==> config.mk <==
export PLATFORM = sky130hd
export DESIGN_NAME = gth_top
export DESIGN_NICKNAME = d
export VERILOG_FILES = /design/src/rtl/gth_pkg.sv /design/src/rtl/gth_top.sv
export VERILOG_INCLUDE_DIRS = /design/src /design/src/rtl
export SDC_FILE = /design/constraint.sdc
export NUM_CORES = 1
export LEC_CHECK = 0
export BUFFER_PORTS_ARGS = -buffer_cell sky130_fd_sc_hd__buf_2
export CAP_MARGIN = 20
export CORE_MARGIN = 3
export CORE_UTILIZATION = 45
export DETAILED_ROUTE_END_ITERATION = 10
export HOLD_SLACK_MARGIN = 0.15
export PLACE_DENSITY = 0.65
export SYNTH_ARGS = -nofsm -noshare
export SYNTH_HDL_FRONTEND = slang
export SYNTH_SLANG_ARGS = --single-unit
==> constraint.sdc <==
create_clock -name i_clk -period 25.8 [get_ports i_clk]
set_clock_uncertainty 0.15 [all_clocks]
set_input_delay 2.58 -clock i_clk [delete_from_list [all_inputs] [get_ports i_clk]]
set_output_delay 2.58 -clock i_clk [all_outputs]
set_load 0.01 [all_outputs]
==> src/rtl/gth_params.svh <==
`ifndef GTH_PARAMS_SVH
`define GTH_PARAMS_SVH
// ==========================================================
// clock and timing
`define GTH_CLK_HZ        200000000
`define GTH_CLK_NS        5
`define GTH_PPS_LEAD_NS   20000
`define GTH_PPS_LEAD_CYC  (`GTH_PPS_LEAD_NS / `GTH_CLK_NS)
`define GTH_PPS_WIDTH_NS  10000000
`define GTH_PPS_WIDTH_CYC (`GTH_PPS_WIDTH_NS / `GTH_CLK_NS)
// ==========================================================
// spoofing thresholds
`define GTH_CNO_SPREAD_DB 8'h02
`define GTH_TIME_DIFF_NS  16'h0064
`define GTH_POS_DIFF_M    16'h001e
`define GTH_SPOOF_BIT     7
// ==========================================================
// serial, delay and pps defaults
`define GTH_BAUD_BPS      115200
`define GTH_BAUD_DIV      (`GTH_CLK_HZ / `GTH_BAUD_BPS)
`define GTH_DATA_BITS     4'h8
`define GTH_PARITY_NONE   2'h0
`define GTH_STOP_ONE      1'b0
`define GTH_DLY_DEFAULT   16'h0000
`define GTH_PPS_RISING    1'b1
// ==========================================================
// register byte offsets
`define GTH_OFS_CMD       8'h00
`define GTH_OFS_STATUS    8'h04
`define GTH_OFS_CABLE     8'h08
`define GTH_OFS_GROUP     8'h0c
`define GTH_OFS_TIMING    8'h10
`define GTH_OFS_PORTA     8'h14
`define GTH_OFS_PORTB     8'h18
`define GTH_OFS_REFPOS    8'h1c
`define GTH_OFS_ALARM     8'h20
`define GTH_OFS_EXCL      8'h24
`define GTH_OFS_PPSTIME   8'h28
// command bits
`define GTH_CMD_SAVE      0
`define GTH_CMD_POS_STORE 1
`define GTH_CMD_POS_DEL   2
`define GTH_CMD_FACTORY   3
`endif

==> src/rtl/gth_pkg.sv <==
// ==========================================================
// shared types
package gth_pkg;
`include "gth_params.svh"
    typedef enum logic [1:0] {GTH_PROTO_NONE, GTH_PROTO_BIN, GTH_PROTO_NMEA} gth_proto_type;
    typedef struct packed {
        gth_proto_type proto;
        logic          stop2;
        logic [1:0]    parity;
        logic [3:0]    data_bits;
        logic [15:0]   baud_div;
    } gth_port_type;
    typedef struct packed {
        logic [15:0]  cable_ns;
        logic [15:0]  group_ns;
        logic         pps_rising;
        gth_port_type a;
        gth_port_type b;
    } gth_cfg_type;
    typedef struct packed {
        logic          valid;
        gth_proto_type proto;
        logic          alarm;
        logic [31:0]   seconds;
    } gth_report_type;
    typedef struct packed {
        logic             update;
        logic [3:0]       tracked;
        logic [3:0][7:0]  carrier_to_noise;
        logic [3:0][15:0] time_err;
        logic [15:0]      pos_dev;
    } gth_meas_type;
    localparam gth_cfg_type GTH_CFG_DEFAULT = '{
        cable_ns: `GTH_DLY_DEFAULT, group_ns: `GTH_DLY_DEFAULT,
        pps_rising: `GTH_PPS_RISING,
        a: '{GTH_PROTO_NONE, `GTH_STOP_ONE, `GTH_PARITY_NONE, `GTH_DATA_BITS,
             16'(`GTH_BAUD_DIV)},
        b: '{GTH_PROTO_BIN, `GTH_STOP_ONE, `GTH_PARITY_NONE, `GTH_DATA_BITS,
             16'(`GTH_BAUD_DIV)}};
endpackage

==> src/rtl/gth_top.sv <==
`timescale 1ns/1ps
`default_nettype none
`include "gth_params.svh"
module gth_top #(
    parameter int unsigned PPS_WIDTH_CYC = `GTH_PPS_WIDTH_CYC
) (
    // clock and reset
    input  wire logic                    i_clk,
    input  wire logic                    i_resetn,
    // avalon-mm slave
    input  wire logic [7:0]              i_avs_address,
    input  wire logic                    i_avs_read,
    input  wire logic                    i_avs_write,
    input  wire logic [31:0]             i_avs_writedata,
    input  wire logic [3:0]              i_avs_byteenable,
    output logic [31:0]                  o_avs_readdata,
    output logic                         o_avs_waitrequest,
    // gnss engine
    input  wire gth_pkg::gth_meas_type   i_meas,
    input  wire logic                    i_epoch,
    input  wire logic [31:0]             i_epoch_seconds,
    // timing and status
    output logic                         o_pps,
    output gth_pkg::gth_report_type      o_report,
    output logic [15:0]                  o_major_alarm,
    output logic [3:0]                   o_excluded,
    output gth_pkg::gth_port_type        o_port_a,
    output gth_pkg::gth_port_type        o_port_b
);
    import gth_pkg::*;

    // ==========================================================
    // helpers
    function automatic logic [31:0] be_merge(input logic [31:0] old, input logic [31:0] wd,
                                            input logic [3:0] be);
        logic [31:0] r;
        r = old;
        for (int i = 0; i < 4; i++) begin
            if (be[i]) begin
                r[i*8 +: 8] = wd[i*8 +: 8];
            end
        end
        return r;
    endfunction

    function automatic logic [15:0] abs16(input logic [15:0] v);
        return v[15] ? 16'(-v) : v;
    endfunction

    // ==========================================================
    // state
    logic           wait_r;
    logic           wr_w;
    logic           req_w;
    gth_cfg_type    cfg_r;
    gth_cfg_type    nv_cfg_r = GTH_CFG_DEFAULT;
    logic [31:0]    pos_r;
    logic [31:0]    nv_pos_r = 32'h0000_0000;
    logic           nv_pos_valid_r = 1'b0;
    logic           save_done_r;
    logic           factory_done_r;
    logic           alarm_r;
    logic [3:0]     excl_r;
    logic [3:0]     excl_w;
    logic           spoof_w;
    logic           cno_close_w;
    logic [7:0]     cno_max;
    logic [7:0]     cno_min;
    logic [2:0]     n_trk;
    logic [31:0]    rd_mux;
    logic [31:0]    cmd_w;
    logic [16:0]    comp_ns;
    logic [16:0]    dly_cyc;
    logic [16:0]    dly_cnt_r;
    logic           armed_r;
    logic [31:0]    sec_r;
    logic           pps_on_r;
    logic [23:0]    wid_cnt_r;
    logic           lead_w;

    assign req_w = (i_avs_read || i_avs_write) && wait_r;
    assign wr_w  = i_avs_write && !wait_r;
    assign cmd_w = be_merge(32'h0, i_avs_writedata, i_avs_byteenable);

    // ==========================================================
    // avalon handshake: one wait state per access
    always_ff @(posedge i_clk) begin
        if (!i_resetn) begin
            wait_r <= 1'b1;
        end else begin
            wait_r <= !req_w;
        end
    end

    // read data captured in the wait cycle, zero for unmapped
    always_comb begin
        rd_mux = 32'h0;
        unique case (i_avs_address)
            `GTH_OFS_STATUS:  rd_mux = {29'h0, factory_done_r, nv_pos_valid_r, save_done_r};
            `GTH_OFS_CABLE:   rd_mux = {16'h0, cfg_r.cable_ns};
            `GTH_OFS_GROUP:   rd_mux = {16'h0, cfg_r.group_ns};
            `GTH_OFS_TIMING:  rd_mux = {31'h0, cfg_r.pps_rising};
            `GTH_OFS_PORTA:   rd_mux = {7'h0, cfg_r.a};
            `GTH_OFS_PORTB:   rd_mux = {7'h0, cfg_r.b};
            `GTH_OFS_REFPOS:  rd_mux = pos_r;
            `GTH_OFS_ALARM:   rd_mux = {16'h0, o_major_alarm};
            `GTH_OFS_EXCL:    rd_mux = {28'h0, excl_r};
            `GTH_OFS_PPSTIME: rd_mux = o_report.seconds;
            default:          rd_mux = 32'h0;
        endcase
    end

    always_ff @(posedge i_clk) begin
        if (!i_resetn) begin
            o_avs_readdata <= 32'h0;
        end else if (req_w && i_avs_read) begin
            o_avs_readdata <= rd_mux;
        end
    end
    assign o_avs_waitrequest = wait_r;

    // ==========================================================
    // live configuration: loaded from flash at reset, writes apply at once
    always_ff @(posedge i_clk) begin
        if (!i_resetn) begin
            cfg_r <= nv_cfg_r;
        end else if (wr_w && cmd_w[`GTH_CMD_FACTORY] && i_avs_address == `GTH_OFS_CMD) begin
            cfg_r <= GTH_CFG_DEFAULT;
        end else if (wr_w) begin
            unique case (i_avs_address)
                `GTH_OFS_CABLE:  cfg_r.cable_ns <= 16'(be_merge({16'h0, cfg_r.cable_ns},
                                     i_avs_writedata, i_avs_byteenable));
                `GTH_OFS_GROUP:  cfg_r.group_ns <= 16'(be_merge({16'h0, cfg_r.group_ns},
                                     i_avs_writedata, i_avs_byteenable));
                `GTH_OFS_TIMING: if (i_avs_byteenable[0]) begin
                    cfg_r.pps_rising <= i_avs_writedata[0];
                end
                `GTH_OFS_PORTA:  cfg_r.a <= 25'(be_merge({7'h0, cfg_r.a},
                                     i_avs_writedata, i_avs_byteenable));
                `GTH_OFS_PORTB:  cfg_r.b <= 25'(be_merge({7'h0, cfg_r.b},
                                     i_avs_writedata, i_avs_byteenable));
                default: ;
            endcase
        end
    end

    // reference position, working copy
    always_ff @(posedge i_clk) begin
        if (!i_resetn) begin
            pos_r <= nv_pos_r;
        end else if (wr_w && i_avs_address == `GTH_OFS_REFPOS) begin
            pos_r <= be_merge(pos_r, i_avs_writedata, i_avs_byteenable);
        end
    end

    // ==========================================================
    // flash image: survives reset, changed only by commands
    always_ff @(posedge i_clk) begin
        if (i_resetn && wr_w && i_avs_address == `GTH_OFS_CMD) begin
            if (cmd_w[`GTH_CMD_FACTORY]) begin
                nv_cfg_r       <= GTH_CFG_DEFAULT;
                nv_pos_valid_r <= 1'b0;
                nv_pos_r       <= 32'h0;
            end else begin
                if (cmd_w[`GTH_CMD_SAVE]) begin
                    nv_cfg_r <= cfg_r;
                end
                if (cmd_w[`GTH_CMD_POS_STORE]) begin
                    nv_pos_r       <= pos_r;
                    nv_pos_valid_r <= 1'b1;
                end else if (cmd_w[`GTH_CMD_POS_DEL]) begin
                    nv_pos_valid_r <= 1'b0;
                end
            end
        end
    end

    // command responses, cleared by the next command write
    always_ff @(posedge i_clk) begin
        if (!i_resetn) begin
            save_done_r    <= 1'b0;
            factory_done_r <= 1'b0;
        end else if (wr_w && i_avs_address == `GTH_OFS_CMD) begin
            save_done_r    <= cmd_w[`GTH_CMD_SAVE] && !cmd_w[`GTH_CMD_FACTORY];
            factory_done_r <= cmd_w[`GTH_CMD_FACTORY];
        end
    end

    // ==========================================================
    // spoofing detection
    generate
        for (genvar g = 0; g < 4; g++) begin : g_excl
            assign excl_w[g] = i_meas.tracked[g] &&
                               abs16(i_meas.time_err[g]) > `GTH_TIME_DIFF_NS;
        end
    endgenerate

    // spread of carrier_to_noise over tracked constellations
    always_comb begin
        cno_max = 8'h00;
        cno_min = 8'hff;
        n_trk   = 3'h0;
        for (int i = 0; i < 4; i++) begin
            if (i_meas.tracked[i]) begin
                n_trk = n_trk + 3'h1;
                if (i_meas.carrier_to_noise[i] > cno_max) cno_max = i_meas.carrier_to_noise[i];
                if (i_meas.carrier_to_noise[i] < cno_min) cno_min = i_meas.carrier_to_noise[i];
            end
        end
    end
    assign cno_close_w = (n_trk >= 3'h2) && (8'(cno_max - cno_min) <= `GTH_CNO_SPREAD_DB);
    assign spoof_w     = cno_close_w || (i_meas.pos_dev > `GTH_POS_DIFF_M);

    // alarm follows each evaluation, so it drops when criteria end
    always_ff @(posedge i_clk) begin
        if (!i_resetn) begin
            alarm_r <= 1'b0;
            excl_r  <= 4'h0;
        end else if (i_meas.update) begin
            alarm_r <= spoof_w;
            excl_r  <= excl_w;
        end
    end

    always_ff @(posedge i_clk) begin
        if (!i_resetn) begin
            o_major_alarm <= 16'h0;
            o_excluded    <= 4'h0;
            o_port_a      <= GTH_CFG_DEFAULT.a;
            o_port_b      <= GTH_CFG_DEFAULT.b;
        end else begin
            o_major_alarm <= 16'(alarm_r) << `GTH_SPOOF_BIT;
            o_excluded    <= excl_r;
            o_port_a      <= cfg_r.a;
            o_port_b      <= cfg_r.b;
        end
    end

    // ==========================================================
    // pps: epoch leads the second, delays trim the remaining wait
    assign comp_ns = 17'(cfg_r.cable_ns) + 17'(cfg_r.group_ns);
    assign dly_cyc = (comp_ns >= 17'(`GTH_PPS_LEAD_NS)) ? 17'h0 :
                     17'((17'(`GTH_PPS_LEAD_NS) - comp_ns) / 17'(`GTH_CLK_NS));
    assign lead_w  = armed_r && dly_cnt_r == 17'h0;

    always_ff @(posedge i_clk) begin
        if (!i_resetn) begin
            armed_r   <= 1'b0;
            dly_cnt_r <= 17'h0;
            sec_r     <= 32'h0;
        end else if (i_epoch) begin
            armed_r   <= 1'b1;
            dly_cnt_r <= dly_cyc;
            sec_r     <= i_epoch_seconds;
        end else if (lead_w) begin
            armed_r <= 1'b0;
        end else if (armed_r) begin
            dly_cnt_r <= dly_cnt_r - 17'h1;
        end
    end

    // pulse width and output level with chosen leading edge
    always_ff @(posedge i_clk) begin
        if (!i_resetn) begin
            pps_on_r  <= 1'b0;
            wid_cnt_r <= 24'h0;
            o_pps     <= !GTH_CFG_DEFAULT.pps_rising;
        end else begin
            if (lead_w) begin
                pps_on_r  <= 1'b1;
                wid_cnt_r <= 24'(PPS_WIDTH_CYC - 1);
            end else if (pps_on_r && wid_cnt_r == 24'h0) begin
                pps_on_r <= 1'b0;
            end else if (pps_on_r) begin
                wid_cnt_r <= wid_cnt_r - 24'h1;
            end
            o_pps <= (lead_w || (pps_on_r && wid_cnt_r != 24'h0)) ~^ cfg_r.pps_rising;
        end
    end

    // timing report for the second just marked
    always_ff @(posedge i_clk) begin
        if (!i_resetn) begin
            o_report <= '0;
        end else begin
            o_report.valid <= lead_w;
            if (lead_w) begin
                o_report.seconds <= sec_r;
                o_report.alarm   <= alarm_r;
                o_report.proto   <= (cfg_r.b.proto == GTH_PROTO_NMEA) ? GTH_PROTO_NMEA
                                                                      : GTH_PROTO_BIN;
            end
        end
    end

    // ==========================================================
    // checks
    a_alarm_bit_seven: assert property (@(posedge i_clk) disable iff (!i_resetn)
        i_meas.update && spoof_w |=> ##1 o_major_alarm[7])
        else $error("spoof alarm missing on bit 7");
    a_cno_close_alarm: assert property (@(posedge i_clk) disable iff (!i_resetn)
        i_meas.update && cno_close_w |=> alarm_r)
        else $error("close carrier_to_noise not alarmed");
    a_time_excluded: assert property (@(posedge i_clk) disable iff (!i_resetn)
        i_meas.update && i_meas.tracked[2] && ($signed(i_meas.time_err[2]) > 16'sh0064 ||
        $signed(i_meas.time_err[2]) < -16'sh0064)
        |=> ##1 o_excluded[2])
        else $error("offset constellation not excluded");
    a_pos_dev_alarm: assert property (@(posedge i_clk) disable iff (!i_resetn)
        i_meas.update && i_meas.pos_dev > 16'h001e |=> alarm_r)
        else $error("position departure not alarmed");
    a_alarm_clears: assert property (@(posedge i_clk) disable iff (!i_resetn)
        i_meas.update && !spoof_w |=> ##1 !o_major_alarm[7])
        else $error("spoof alarm not cleared");
    a_pps_leading: assert property (@(posedge i_clk) disable iff (!i_resetn)
        lead_w |=> o_pps == cfg_r.pps_rising && o_report.valid)
        else $error("pps leading edge wrong");
    // cycles since the last epoch while its timing report is still owed
    logic [12:0] rpt_wait_r;
    always_ff @(posedge i_clk) begin
        if (!i_resetn) begin
            rpt_wait_r <= 13'h0;
        end else if (i_epoch) begin
            rpt_wait_r <= 13'h1;
        end else if (o_report.valid) begin
            rpt_wait_r <= 13'h0;
        end else if (rpt_wait_r != 13'h0 && rpt_wait_r != 13'h1fff) begin
            rpt_wait_r <= rpt_wait_r + 13'h1;
        end
    end
    a_report_once: assert property (@(posedge i_clk) disable iff (!i_resetn)
        rpt_wait_r <= 13'(`GTH_PPS_LEAD_CYC + 2))
        else $error("no timing report after epoch");
    a_write_no_flash: assert property (@(posedge i_clk) disable iff (!i_resetn)
        wr_w && i_avs_address == `GTH_OFS_CABLE && i_avs_byteenable == 4'hf
        |=> cfg_r.cable_ns == $past(i_avs_writedata[15:0]) && $stable(nv_cfg_r))
        else $error("config write not live or stored early");
    a_save_copies: assert property (@(posedge i_clk) disable iff (!i_resetn)
        wr_w && i_avs_address == `GTH_OFS_CMD && cmd_w[0] && !cmd_w[3]
        |=> nv_cfg_r == $past(cfg_r) && save_done_r)
        else $error("save did not copy config");
    a_factory_erase: assert property (@(posedge i_clk) disable iff (!i_resetn)
        wr_w && i_avs_address == `GTH_OFS_CMD && cmd_w[3]
        |=> !nv_pos_valid_r && cfg_r == GTH_CFG_DEFAULT)
        else $error("factory reset incomplete");
endmodule
`default_nettype wire

Yosys cells after proc, flatten, opt, wreduce, memory -nomap -nowiden
Cells that the tools add are included. Widths: inputs -> output; s select.

Add/sub/neg operators: 12. Divide/modulo/power cells: 1. Magnitude comparators: 16. Equal/unequal tests: 28. Muxes and demuxes: 58. Bitwise gates (word level): 3. Reductions and logical operators: 59.

Operators by type and width (count): $mux 83 (4); $pmux 32 s10 (1); $mux 8 (20); $mux 16 (6); $mux 32 (3); $mux 17 (4); $gt 16x7->1 const B (4); $neg 16->16 (4); $mux 21 (3); $mux 25 (2); $reduce_and 3->1 (13); $eq 8x5->1 const B (4); $ne 3x1->1 const B (10); $eq 8x6->1 const B (3); $gt 8x8->1 (3); $logic_not 24->1 (1); $lt 8x8->1 (3); $reduce_bool 24->1 (1); $sub 24x1->24 const B (1); $reduce_and 2->1 (10); $logic_and 1x1->1 (18); $add 16x16->17 (1); $div 17x3->17 const B (1); $ge 17x15->1 const B (1); other kinds (27) (56).

Bits in registers: 453. Input port bits: 198. Logic and storage cells: 245.

Longest topological paths before layout
Gate-level depths: netlist of the first run.

Depth after elaboration: 16. Mapped depth: 50. Mapped depth without buffers: 46.

Worst setup path after synthesis of the first run
OpenSTA, ideal clock, no wires.

Path type: input port to flip-flop. Start point: input i_meas[112] (netlist name). End point: register alarm_r. Library setup time: 79 ps. Data arrival time: 10618 ps. Required time: 25571 ps. Slack: 14953 ps. Cell stages on the path: 48. Path buffers: 5. Cell sequence: clkbuf_1 -> clkinv_1 -> nor2_1 -> ha_1 -> a21boi_0 -> o21a_1 -> o21a_1 -> o21a_1 -> o21a_1 -> o21a_1 -> o21a_1 -> or2_2 -> clkbuf_1 -> clkbuf_1 -> a21oi_1 -> inv_1 -> ha_1 -> o31ai_1 -> [... 12 more ...] -> a21oi_1 -> clkbuf_1 -> o21ai_0 -> ha_1 -> inv_1 -> fa_1 -> nand2_1 -> nand2_1 -> a21oi_1 -> inv_1 -> a21oi_1 -> a21oi_1 -> nor3_1 -> a21oi_1 -> nor3_1 -> nand4b_1 -> a211o_1 -> o211ai_1.

Longest elaborated chain between the ends: 14. Elaborated cells between the ends (all ways): 32. Classes of those cells: add/sub (4); order compare (8); mux (18); reduce/logical (2).

Ends and longest elaborated chain: start, declared (RTL line gth_top.sv:19) `input wire gth_pkg::gth_meas_type i_meas,`; $mux 8 (RTL line gth_top.sv:204) `if (i_meas.tracked[i]) begin`; $gt 8x8->1 or $lt 8x8->1 (tied branches) (RTL line gth_top.sv:206, gth_top.sv:207); $mux 8 (on tied branches) (RTL line gth_top.sv:206, gth_top.sv:207); $mux 8 (RTL line gth_top.sv:204); $gt 8x8->1 or $lt 8x8->1 (tied branches) (RTL line gth_top.sv:206, gth_top.sv:207); $mux 8 (on tied branches) (RTL line gth_top.sv:206, gth_top.sv:207); $mux 8 (RTL line gth_top.sv:204); $gt 8x8->1 or $lt 8x8->1 (tied branches) (RTL line gth_top.sv:206, gth_top.sv:207); $mux 8 (on tied branches) (RTL line gth_top.sv:206, gth_top.sv:207); $mux 8 (RTL line gth_top.sv:204); $sub 8x8->8 (RTL line gth_top.sv:211) `` assign cno_close_w = (n_trk >= 3'h2) && (8'(cno_max - cno_min) <= `GTH_CNO_SPREAD_DB); ``; $le 8x2->1 (no line); $logic_and 1x1->1 (*) (RTL line gth_top.sv:211); $logic_or 1x1->1 (*) (RTL line gth_top.sv:212) `` assign spoof_w = cno_close_w || (i_meas.pos_dev > `GTH_POS_DIFF_M); ``; end signal, assigned (RTL line gth_top.sv:220) `alarm_r <= spoof_w;`; end, declared (RTL line gth_top.sv:62) `logic alarm_r;`.

Mark *: on every way between the ends. The rest lies on a longest branch, timed or not. A chain may end at the register's enable or synchronous reset.

Worst setup path in the final report of the first run
Ends and elaborated chain as after synthesis.

==> reports/qor.txt, run 1 <==
Status: finished clean
Warnings, synthesis: 0
DR iter-0 viols: 1632
End of the worst hold path: o_report[15]
Fmax: 92.9 MHz
DP Worst Slack: 14.24 ns
Drt wl/cell: 21.0 µm
EDFF count, synth: 231
CP max stage delay: 0.60 ns
Num CTS Buffers: 48
Die outline area: 56100 µm²
H-tree depth: 2
WL final: 72900 µm
Critical Path RT: 26.18 ns
Vias post-DR: 20000
Post-synth top area share: 28.9%
Post-DR vias/cell: 5.77
Die span in x: 237 µm
Critical path buffer and inverter count: 3
CTS tree: done
Drt first pass iters: 6
Leak Pwr: 11.0 nW
Fillers: 4715
Num rows: 83
Most frequent cell on the critical path: o21a_1
Crit end category: flop
Die Height: 237 µm
GR peak layer: met2
Hold Path Cell Cnt: 2
First-pass GRT wire length: 113000 µm
Clk_lat worst skew: 0.59 ns
Avg Cell Area, Syn: 9.71 µm²
Setup repair bufs after CTS: 0
Max Cap Violations: 0
Num Clock Sinks: 438
Worst path top cell family by delay: compound AO/OA/AOI/OAI gates
Root buffer cell: clkbuf_16
Library cells used by synthesis: 115
Element type at the critical path start: input port
GP Congestion: 0.885
Top_reg_cell synth: edfxtp_1
Synth area leaders: edfxtp_1 (29%), dfxtp_1 (17%), and2_1 (4.6%)
Hold path startpoint: sec_r[15]
WP data arrival: 11.14 ns
Hold Crit Class: flop to flop
Drc violations: 0
Boundary pin count: 338
Pwr dens: 89.3 nW/µm²
TNS Setup: 0 ns
Largest net degree at the start of global routing: 106
Setup CP Type: input port to flop
Met2 Use GR: 40.8%
Antenna violations before repair: 6
Worst path slowest cell: or4b_2
# setup viols final: 0
Initial core utilization: 46.1%
Worst-margin pin slew: 1.12 ns
R2r worst-path depth: 33
Vias in the first global route: 19700
R2r setup slk: 15.88 ns
Global Route Usage Sum: 25.2%
Pwr Total: 2.48 mW
Area Growth Syn to Fin: 15.9%
Reg2reg start: cfg_r[51]
Worst rel slew slack: 25.3%
Final Hold Viols: 0
Worst-path clk slew: 0.06 ns
Max-slew violations: 0
Post-DP HPWL: 52400 µm
Synthesis-stage register bit count: 438
Tcrit/Tclk final: 41.7%
Deepest clock path buffer count: 3
Async set-reset flop share out of synthesis: 0%
Met3 usage: 4.97%
Fin crit period: 10.76 ns
Reg2reg end: dly_cnt_r[0]
RSZ-0062 raised after global routing: no
Core Area: 52000 µm²
Overflow after GRT: 0
Final WS setup: 15.04 ns
Seq/Total Area, Yosys: 46.2%
CTS Hold Bufs: 0
Syn Inst Count: 2470
Post-synthesis cell area: 24000 µm²
Peak VDD IR: 0.0000701 V
Share of post-route cells with drive strength above 1: 19.0%
Post-route ant nets: 0
Final nets: 3020
Post-CTS Resized: 0
IO buf count: 322
Worst Path Max Fanout: 14
Post-synth top area cell: edfxtp_1
GR Util met1: 34.9%
-- synth_stat cells, drive strengths merged, types with 9 or more instances --
cell type  count
a2111oi        9
a211oi        14
a21boi        59
a21o          23
a21oi        115
a22oi         68
a31oi         30
and2         176
buf           37
clkbuf       101
dfxtp        207
edfxtp       231
ha            77
inv          124
mux2          36
mux2i         51
nand2        226
nand2b        47
nand3         40
nand4         21
nor2         128
nor2b         71
nor3          53
nor4          35
o211ai        18
o21a          23
o21ai        159
o22a          12
o22ai         16
o31ai          9
or3           19
xnor2         55
xor2          26
-- cell type report --
cell class,instances,area [µm²],share of cell area [%]
repair buffers,347,1820,6.56
clock buffers,67,1400,5.02
diodes,3,7.51,0.0270
multi-input cells,1783,11900,42.9
clock inverters,23,264,0.949
well taps,680,851,3.06
inverters,125,469,1.69
flip-flops and latches,438,11100,39.8
-- cells in the final DEF, fill, tap and decap left out, types with 11 or more instances in the layout --
| master | n |
|---|---|
| buf_2 | 321 |
| edfxtp_1 | 231 |
| nand2_1 | 224 |
| dfxtp_1 | 207 |
| and2_1 | 176 |
| o21ai_0 | 154 |
| inv_1 | 124 |
| nor2_1 | 121 |
| a21oi_1 | 109 |
| ha_1 | 77 |
| nor2b_1 | 71 |
| a22oi_1 | 68 |
| a21boi_0 | 57 |
| xnor2_1 | 53 |
| mux2i_1 | 51 |
| clkbuf_16 | 50 |
| nor3_1 | 48 |
| nand2b_1 | 47 |
| nand3_1 | 40 |
| mux2_2 | 35 |
| nor4_1 | 34 |
| a31oi_1 | 28 |
| xor2_1 | 25 |
| a21o_1 | 23 |
| buf_4 | 23 |
| o21a_1 | 21 |
| nand4_1 | 20 |
| or3_1 | 19 |
| o211ai_1 | 18 |
| o22ai_1 | 15 |
| conb_1 | 15 |
| o22a_1 | 12 |
| a211oi_1 | 11 |
-- metal layers --
layer | wire length (µm) | vias up
li1 | - | 9493
met1 | 32100 | 9737
met2 | 34300 | 687
met3 | 5360 | 78
met4 | 1130 | 6
met5 | 47 | -
-- worst max path at each step --
| stage | start | end | cells after the start | slack (ns) |
|---|---|---|---|---|
| detailed placement | i_meas[112] | alarm_r | 42 | 14.24 |
| global placement | i_meas[112] | alarm_r | 43 | 14.28 |
| global route | i_meas[112] | alarm_r | 44 | 14.24 |
| CTS | i_meas[112] | alarm_r | 42 | 14.82 |
| finish | i_meas[112] | alarm_r | 41 | 15.04 |
| floorplan | i_meas[112] | alarm_r | 48 | 14.95 |
-- worst reg2reg max path, delay by kind of cell, from the launching register on --
kind | cells | cell delay (ns)
AND/OR/NAND/NOR | 6 | 1.83
flip-flops | 1 | 0.42
adder cells (fa/ha/maj) | 4 | 1.04
buffers and inverters | 1 | 0.07
AO/OA/AOI/OAI | 19 | 5.04
multiplexers | 1 | 0.34
XOR/XNOR | 2 | 0.91
-- stage by stage --
stage	hold slack [ns]	util, %	cells	area, µm²
final	0.299	53.5	3466	27800
after global routing	0.332	53.5	3465	27800
after CTS	0.288	53.4	3459	27800
after detailed placement	0.311	50.2	3369	26100
after global placement	0.292	50.1	3367	26100
after floorplan	0.290	-	2484	24000
-- kinds of logic after synthesis --
logic type      synth area share (%)
other cells                   0.0156
mux                             3.82
xor+xnor                        3.14
flops                           46.2
fa+ha+maj                       4.27
simple gates                    19.0
compound gates                  19.1
buf+inv                         4.45
-- where the power goes --
group / total [mW] / switching (mW) / leakage [nW] / internal (mW)
clock network: 0.714 / 0.293 / 0.811 / 0.421
logic: 0.950 / 0.586 / 6.32 / 0.364
registers: 0.819 / 0.0383 / 3.84 / 0.781
-- registers in the layout, indices dropped and copies added (netlist names), 4 cells and up --
signal and cells:
o_report 36, dly_cnt_r 17, excl_r 4, cfg_r 83
wid_cnt_r 24, sec_r 32, o_port_b 25, o_avs_readdata 32
o_excluded 4, pos_r 32, nv_pos_r 32, o_port_a 25
nv_cfg_r 83
(Power assumes the default switching activity.)
==> inputs of run 2 (changes only) <==
Clock period 25.8 ns to 11.1 ns, I/O delays scaled along.
==> run 2 against run 1 <==
Against the previous run:
- routed wire length is 0.18% higher
- cell area is 0.37% lower
- register-to-register slack got worse by 15 ns
- first-iteration DRC count fell by 2.6%
- via count rose by 0.53%
- critical path depth shrank 9
- combinational power increased by 130%
- sequential cell count unchanged
- global-route usage down 0.084 points
- core utilization fell by 0.20 points
- count of clock-buffer cells in the layout decreased by 3
==> reports/qor.txt, run 2 (synthesis gave the netlist of run 1 again) <==
Vias in the first global route: 19600
Area Growth Syn to Fin: 15.5%
Biggest regs: cfg_r x83, nv_cfg_r x83, o_report x36
Post-DP HPWL: 52200 µm
H-tree depth: 2
Final non-filler cell total: 3463
Critical Path RT: 11.43 ns
Fin crit period: 9.88 ns
Max-slew violations: 0
Initial core utilization: 46.1%
Placed insts: 3367
Core Util, Final: 53.3%
Drt first pass iters: 7
Post-route ant nets: 0
Fillers: 4678
Num CTS Buffers: 47
Worst path slowest cell: nor4b_4
IO buf count: 322
Max Cap Violations: 0
Most common cell after layout, fill and taps aside: buf_2
Worst-path clk slew: 0.06 ns
Post-DR vias/cell: 5.81
Die outline area: 56100 µm²
Worst Path Max Fanout: 15
GP Congestion: 0.884
Tcrit/Tclk final: 89.0%
Multi-input combinational cell area: 11900 µm²
Hold Crit Class: flop to flop
First-pass GRT wire length: 112000 µm
Fmax: 101 MHz
Final WS setup: 1.22 ns
DP Worst Slack: 1.14 ns
Drc violations: 0
Drt wl/cell: 21.1 µm
Overflow after GRT: 0
WL final: 73000 µm
Post-CTS Resized: 0
Setup CP Type: flop to flop
Boundary pin count: 338
Peak VDD IR: 0.000153 V
CTS tree: done
Deepest clock path buffer count: 3
Final Hold Viols: 0
Reg area: 11100 µm²
Antenna violations before repair: 6
Pwr dens: 206 nW/µm²
Worst rel slew slack: 24.5%
Most frequent cells in the layout: buf_2 (321), edfxtp_1 (231), nand2_1 (224), dfxtp_1 (207), and2_1 (176)
RSZ-0062 raised after global routing: no
Final nets: 3017
TNS Setup: 0 ns
Die span in x: 237 µm
Worst-margin pin slew: 1.13 ns
Leak Pwr: 10.9 nW
Global Route Usage Sum: 25.1%
CTS Hold Bufs: 0
CP max stage delay: 0.79 ns
DR iter-0 viols: 1590
WP data arrival: 10.20 ns
Hold Path Cell Cnt: 1
Largest net degree at the start of global routing: 205
Root buffer cell: clkbuf_16
Core Area: 52000 µm²
# setup viols final: 0
Die Height: 237 µm
Vias post-DR: 20100
Num rows: 83
Status: finished clean
Num Clock Sinks: 438
Crit end category: flop
Element type at the critical path start: flop
Setup repair bufs after CTS: 0
Clk_lat worst skew: 0.60 ns
R2r worst-path depth: 32
Share of post-route cells with drive strength above 1: 18.7%
run 2: cell count changes in the layout (fill, tap and decap cells not counted), sizes merged:
cell and change:
diode +1, clkbuf -3, bufinv -3, clkinv +4
buf -2
run 2: cell type report:
| type | count | area share [%] |
|---|---|---|
| Multi-Input combinational cell | 1783 | 43.0 |
| Sequential cell | 438 | 40.0 |
| Timing Repair Buffer | 345 | 6.57 |
| Clock buffer | 64 | 4.92 |
| Tap cell | 680 | 3.07 |
| Inverter | 125 | 1.69 |
| Clock inverter | 24 | 0.691 |
| Antenna cell | 4 | 0.0361 |
run 2: final timing paths:
| path | start | to | slack, ns |
|---|---|---|---|
| max | cfg_r[51] | dly_cnt_r[0] | 1.22 |
| min | o_avs_waitrequest | o_avs_waitrequest | 0.31 |
| max reg2reg | cfg_r[51] | dly_cnt_r[0] | 1.22 |
| min reg2reg | o_avs_waitrequest | o_avs_waitrequest | 0.31 |
run 2: metal layers:
layer | global-route usage [%] | up-vias | share of wire, %
met5 | 0 | - | 0.071
met4 | 6.51 | 8 | 2.2
met3 | 5.12 | 106 | 7.3
met2 | 40.9 | 734 | 47
met1 | 34.0 | 9773 | 43
li1 | - | 9486 | -
run 2: worst max-delay path, delay by kind of cell (launching register included):
kind            cells  cell delay [ns]
fa+ha+maj           4             1.03
simple gates        6             1.72
compound gates     19             5.22
flops               1             0.41
buf+inv             1             0.06
xor+xnor            2             1.15
run 2: through the flow:
stage                     power (mW)  hold WS, ns  cell area [µm²]
after floorplan                 3.61        0.290            24000
after global placement          4.06        0.295            26100
after detailed placement        4.11        0.303            26100
after CTS                       5.69        0.314            27700
after global routing            6.03        0.326            27700
final                           5.70        0.312            27700
run 2: report_power, final:
group          internal (mW)  total [mW]  leakage, nW  switching (mW)
clock network          0.893        1.57        0.759           0.681
registers               1.81        1.90         3.84          0.0900
logic                  0.853        2.22         6.31            1.37
total                   3.56        5.70         10.9            2.14
==> inputs of run 3 (changes only) <==
==> constraint.sdc (replaced) <==
create_clock -name i_clk -period 11.1 [get_ports i_clk]
set_clock_uncertainty 0.15 [all_clocks]
set_input_delay 0.555 -clock i_clk [delete_from_list [all_inputs] [get_ports i_clk]]
set_output_delay 0.555 -clock i_clk [all_outputs]
set_load 0.01 [all_outputs]
==> run 3 against run 2 <==
Against the previous run:
- first-iteration DRC count increased by 9.4%
- global-route usage increased by 0.38 points
- worst hold slack got worse by 0.13 ns
- combinational power about the same
- maximum frequency increased by 1.3%
- cell count increased by 1.6%
- highest routed layer unchanged
==> reports/qor.txt, run 3 (synthesis gave the netlist of run 1 again) <==
Status: finished clean
Pwr dens: 202 nW/µm²
Biggest regs: cfg_r x83, nv_cfg_r x83, o_report x36
Critical Path RT: 11.42 ns
Max-slew violations: 0
Die Height: 237 µm
Area Growth Syn to Fin: 17.8%
TNS Setup: 0 ns
Clk_lat worst skew: 0.60 ns
Combinational group share of total power: 39.3%
Setup repair bufs after CTS: 0
Leak Pwr: 11.1 nW
Num CTS Buffers: 48
Root buffer cell: clkbuf_16
Clk pwr share: 27.4%
GP Congestion: 0.886
# setup viols final: 0
CTS Hold Bufs: 57
Sequential power share: 33.3%
Max Cap Violations: 0
Vias post-DR: 20600
Pwr Total: 5.72 mW
Final Hold Viols: 0
Most common cell after layout, fill and taps aside: buf_2
Fin crit period: 9.75 ns
DR iter-0 viols: 1740
Fillers: 4660
Antenna violations before repair: 8
Post-CTS Resized: 0
Num Clock Sinks: 438
Share of post-route cells with drive strength above 1: 18.0%
Num rows: 83
Drc violations: 0
DP Worst Slack: 1.46 ns
Drt wl/cell: 21.1 µm
Most frequent cells in the layout: buf_2 (321), edfxtp_1 (231), nand2_1 (224), dfxtp_1 (207), and2_1 (176)
WP data arrival: 10.07 ns
Crit end category: flop
Tcrit/Tclk final: 87.8%
Final nets: 3075
Hold Crit Class: input port to flop
Worst path top cell family by delay: compound AO/OA/AOI/OAI gates
Final WS setup: 1.35 ns
Largest net degree at the start of global routing: 248
Placed Area: 26100 µm²
Global Route Usage Sum: 25.4%
H-tree depth: 2
Boundary pin count: 338
Deepest clock path buffer count: 3
RSZ-0062 raised after global routing: no
Reg area: 11100 µm²
R2r setup slk: 1.35 ns
Post-DP HPWL: 52300 µm
Worst path slowest cell: nor4b_4
Worst-path clk slew: 0.06 ns
NetSw: 2.14 mW
Vias in the first global route: 20200
Setup CP Type: flop to flop
Worst rel slew slack: 24.8%
Die outline area: 56100 µm²
Worst-margin pin slew: 1.13 ns
Element type at the critical path start: flop
Fmax: 103 MHz
Finished Cell Area: 28300 µm²
Overflow after GRT: 0
Die span in x: 237 µm
Net Sw Frac: 37.4%
Post-DR vias/cell: 5.86
WL final: 74200 µm
IO buf count: 322
Drt first pass iters: 5
Internal cell power: 3.58 mW
Worst Path Max Fanout: 15
Critical path buffer and inverter count: 1
Core Area: 52000 µm²
CP max stage delay: 0.79 ns
Initial core utilization: 46.1%
Peak VDD IR: 0.000190 V
CTS tree: done
First-pass GRT wire length: 114000 µm
Multi-input combinational cell area: 11900 µm²
Post-route ant nets: 0
run 3: path summary, 6_finish.rpt:
check,from,to,cells past startpoint
setup / recovery,cfg_r[51],dly_cnt_r[0],32
hold / removal,i_meas[115],excl_r[3],3
setup reg to reg,cfg_r[51],dly_cnt_r[0],32
hold reg to reg,sec_r[23],o_report[23],2
run 3: final cells by class:
type / instances / share of cell area, %
diodes: 5 / 0.0443
clock buffers: 71 / 4.70
clock inverters: 14 / 0.647
inverters: 125 / 1.66
multi-input cells: 1783 / 42.2
flip-flops and latches: 438 / 39.2
well taps: 680 / 3.01
repair buffers: 402 / 8.52
run 3: metal layers:
layer / share of wire (%) / track usage [%] / routed length [µm] / up-vias
li1: - / - / - / 9597
met1: 42 / 33.6 / 31100 / 10100
met2: 47 / 41.4 / 34800 / 807
met3: 8.1 / 5.31 / 6020 / 147
met4: 3.0 / 9.05 / 2230 / 6
met5: 0.061 / 0 / 45 / -
run 3: worst min-delay path: stages:
cell      delay (ns)
buf_2           0.15
o211ai_1        0.09
a21boi_0        0.08
run 3: through the flow:
stage / hold slack [ns] / cells / utilization (%)
after floorplan: 0.290 / 2484 / -
after global placement: 0.293 / 3366 / 50.2
after detailed placement: 0.301 / 3366 / 50.2
after CTS: 0.151 / 3508 / 54.2
after global routing: 0.162 / 3515 / 54.3
final: 0.177 / 3518 / 54.3
run 3: power by group through the flow:
stage                     registers [mW]  logic, mW  clock network [mW]
final                               1.90       2.25                1.56
after global routing                1.92       2.48                1.65
after CTS                           1.90       2.22                1.59
after detailed placement            1.94       2.19                   0
after global placement              1.93       2.13                   0
after floorplan                     1.92       1.69                   0
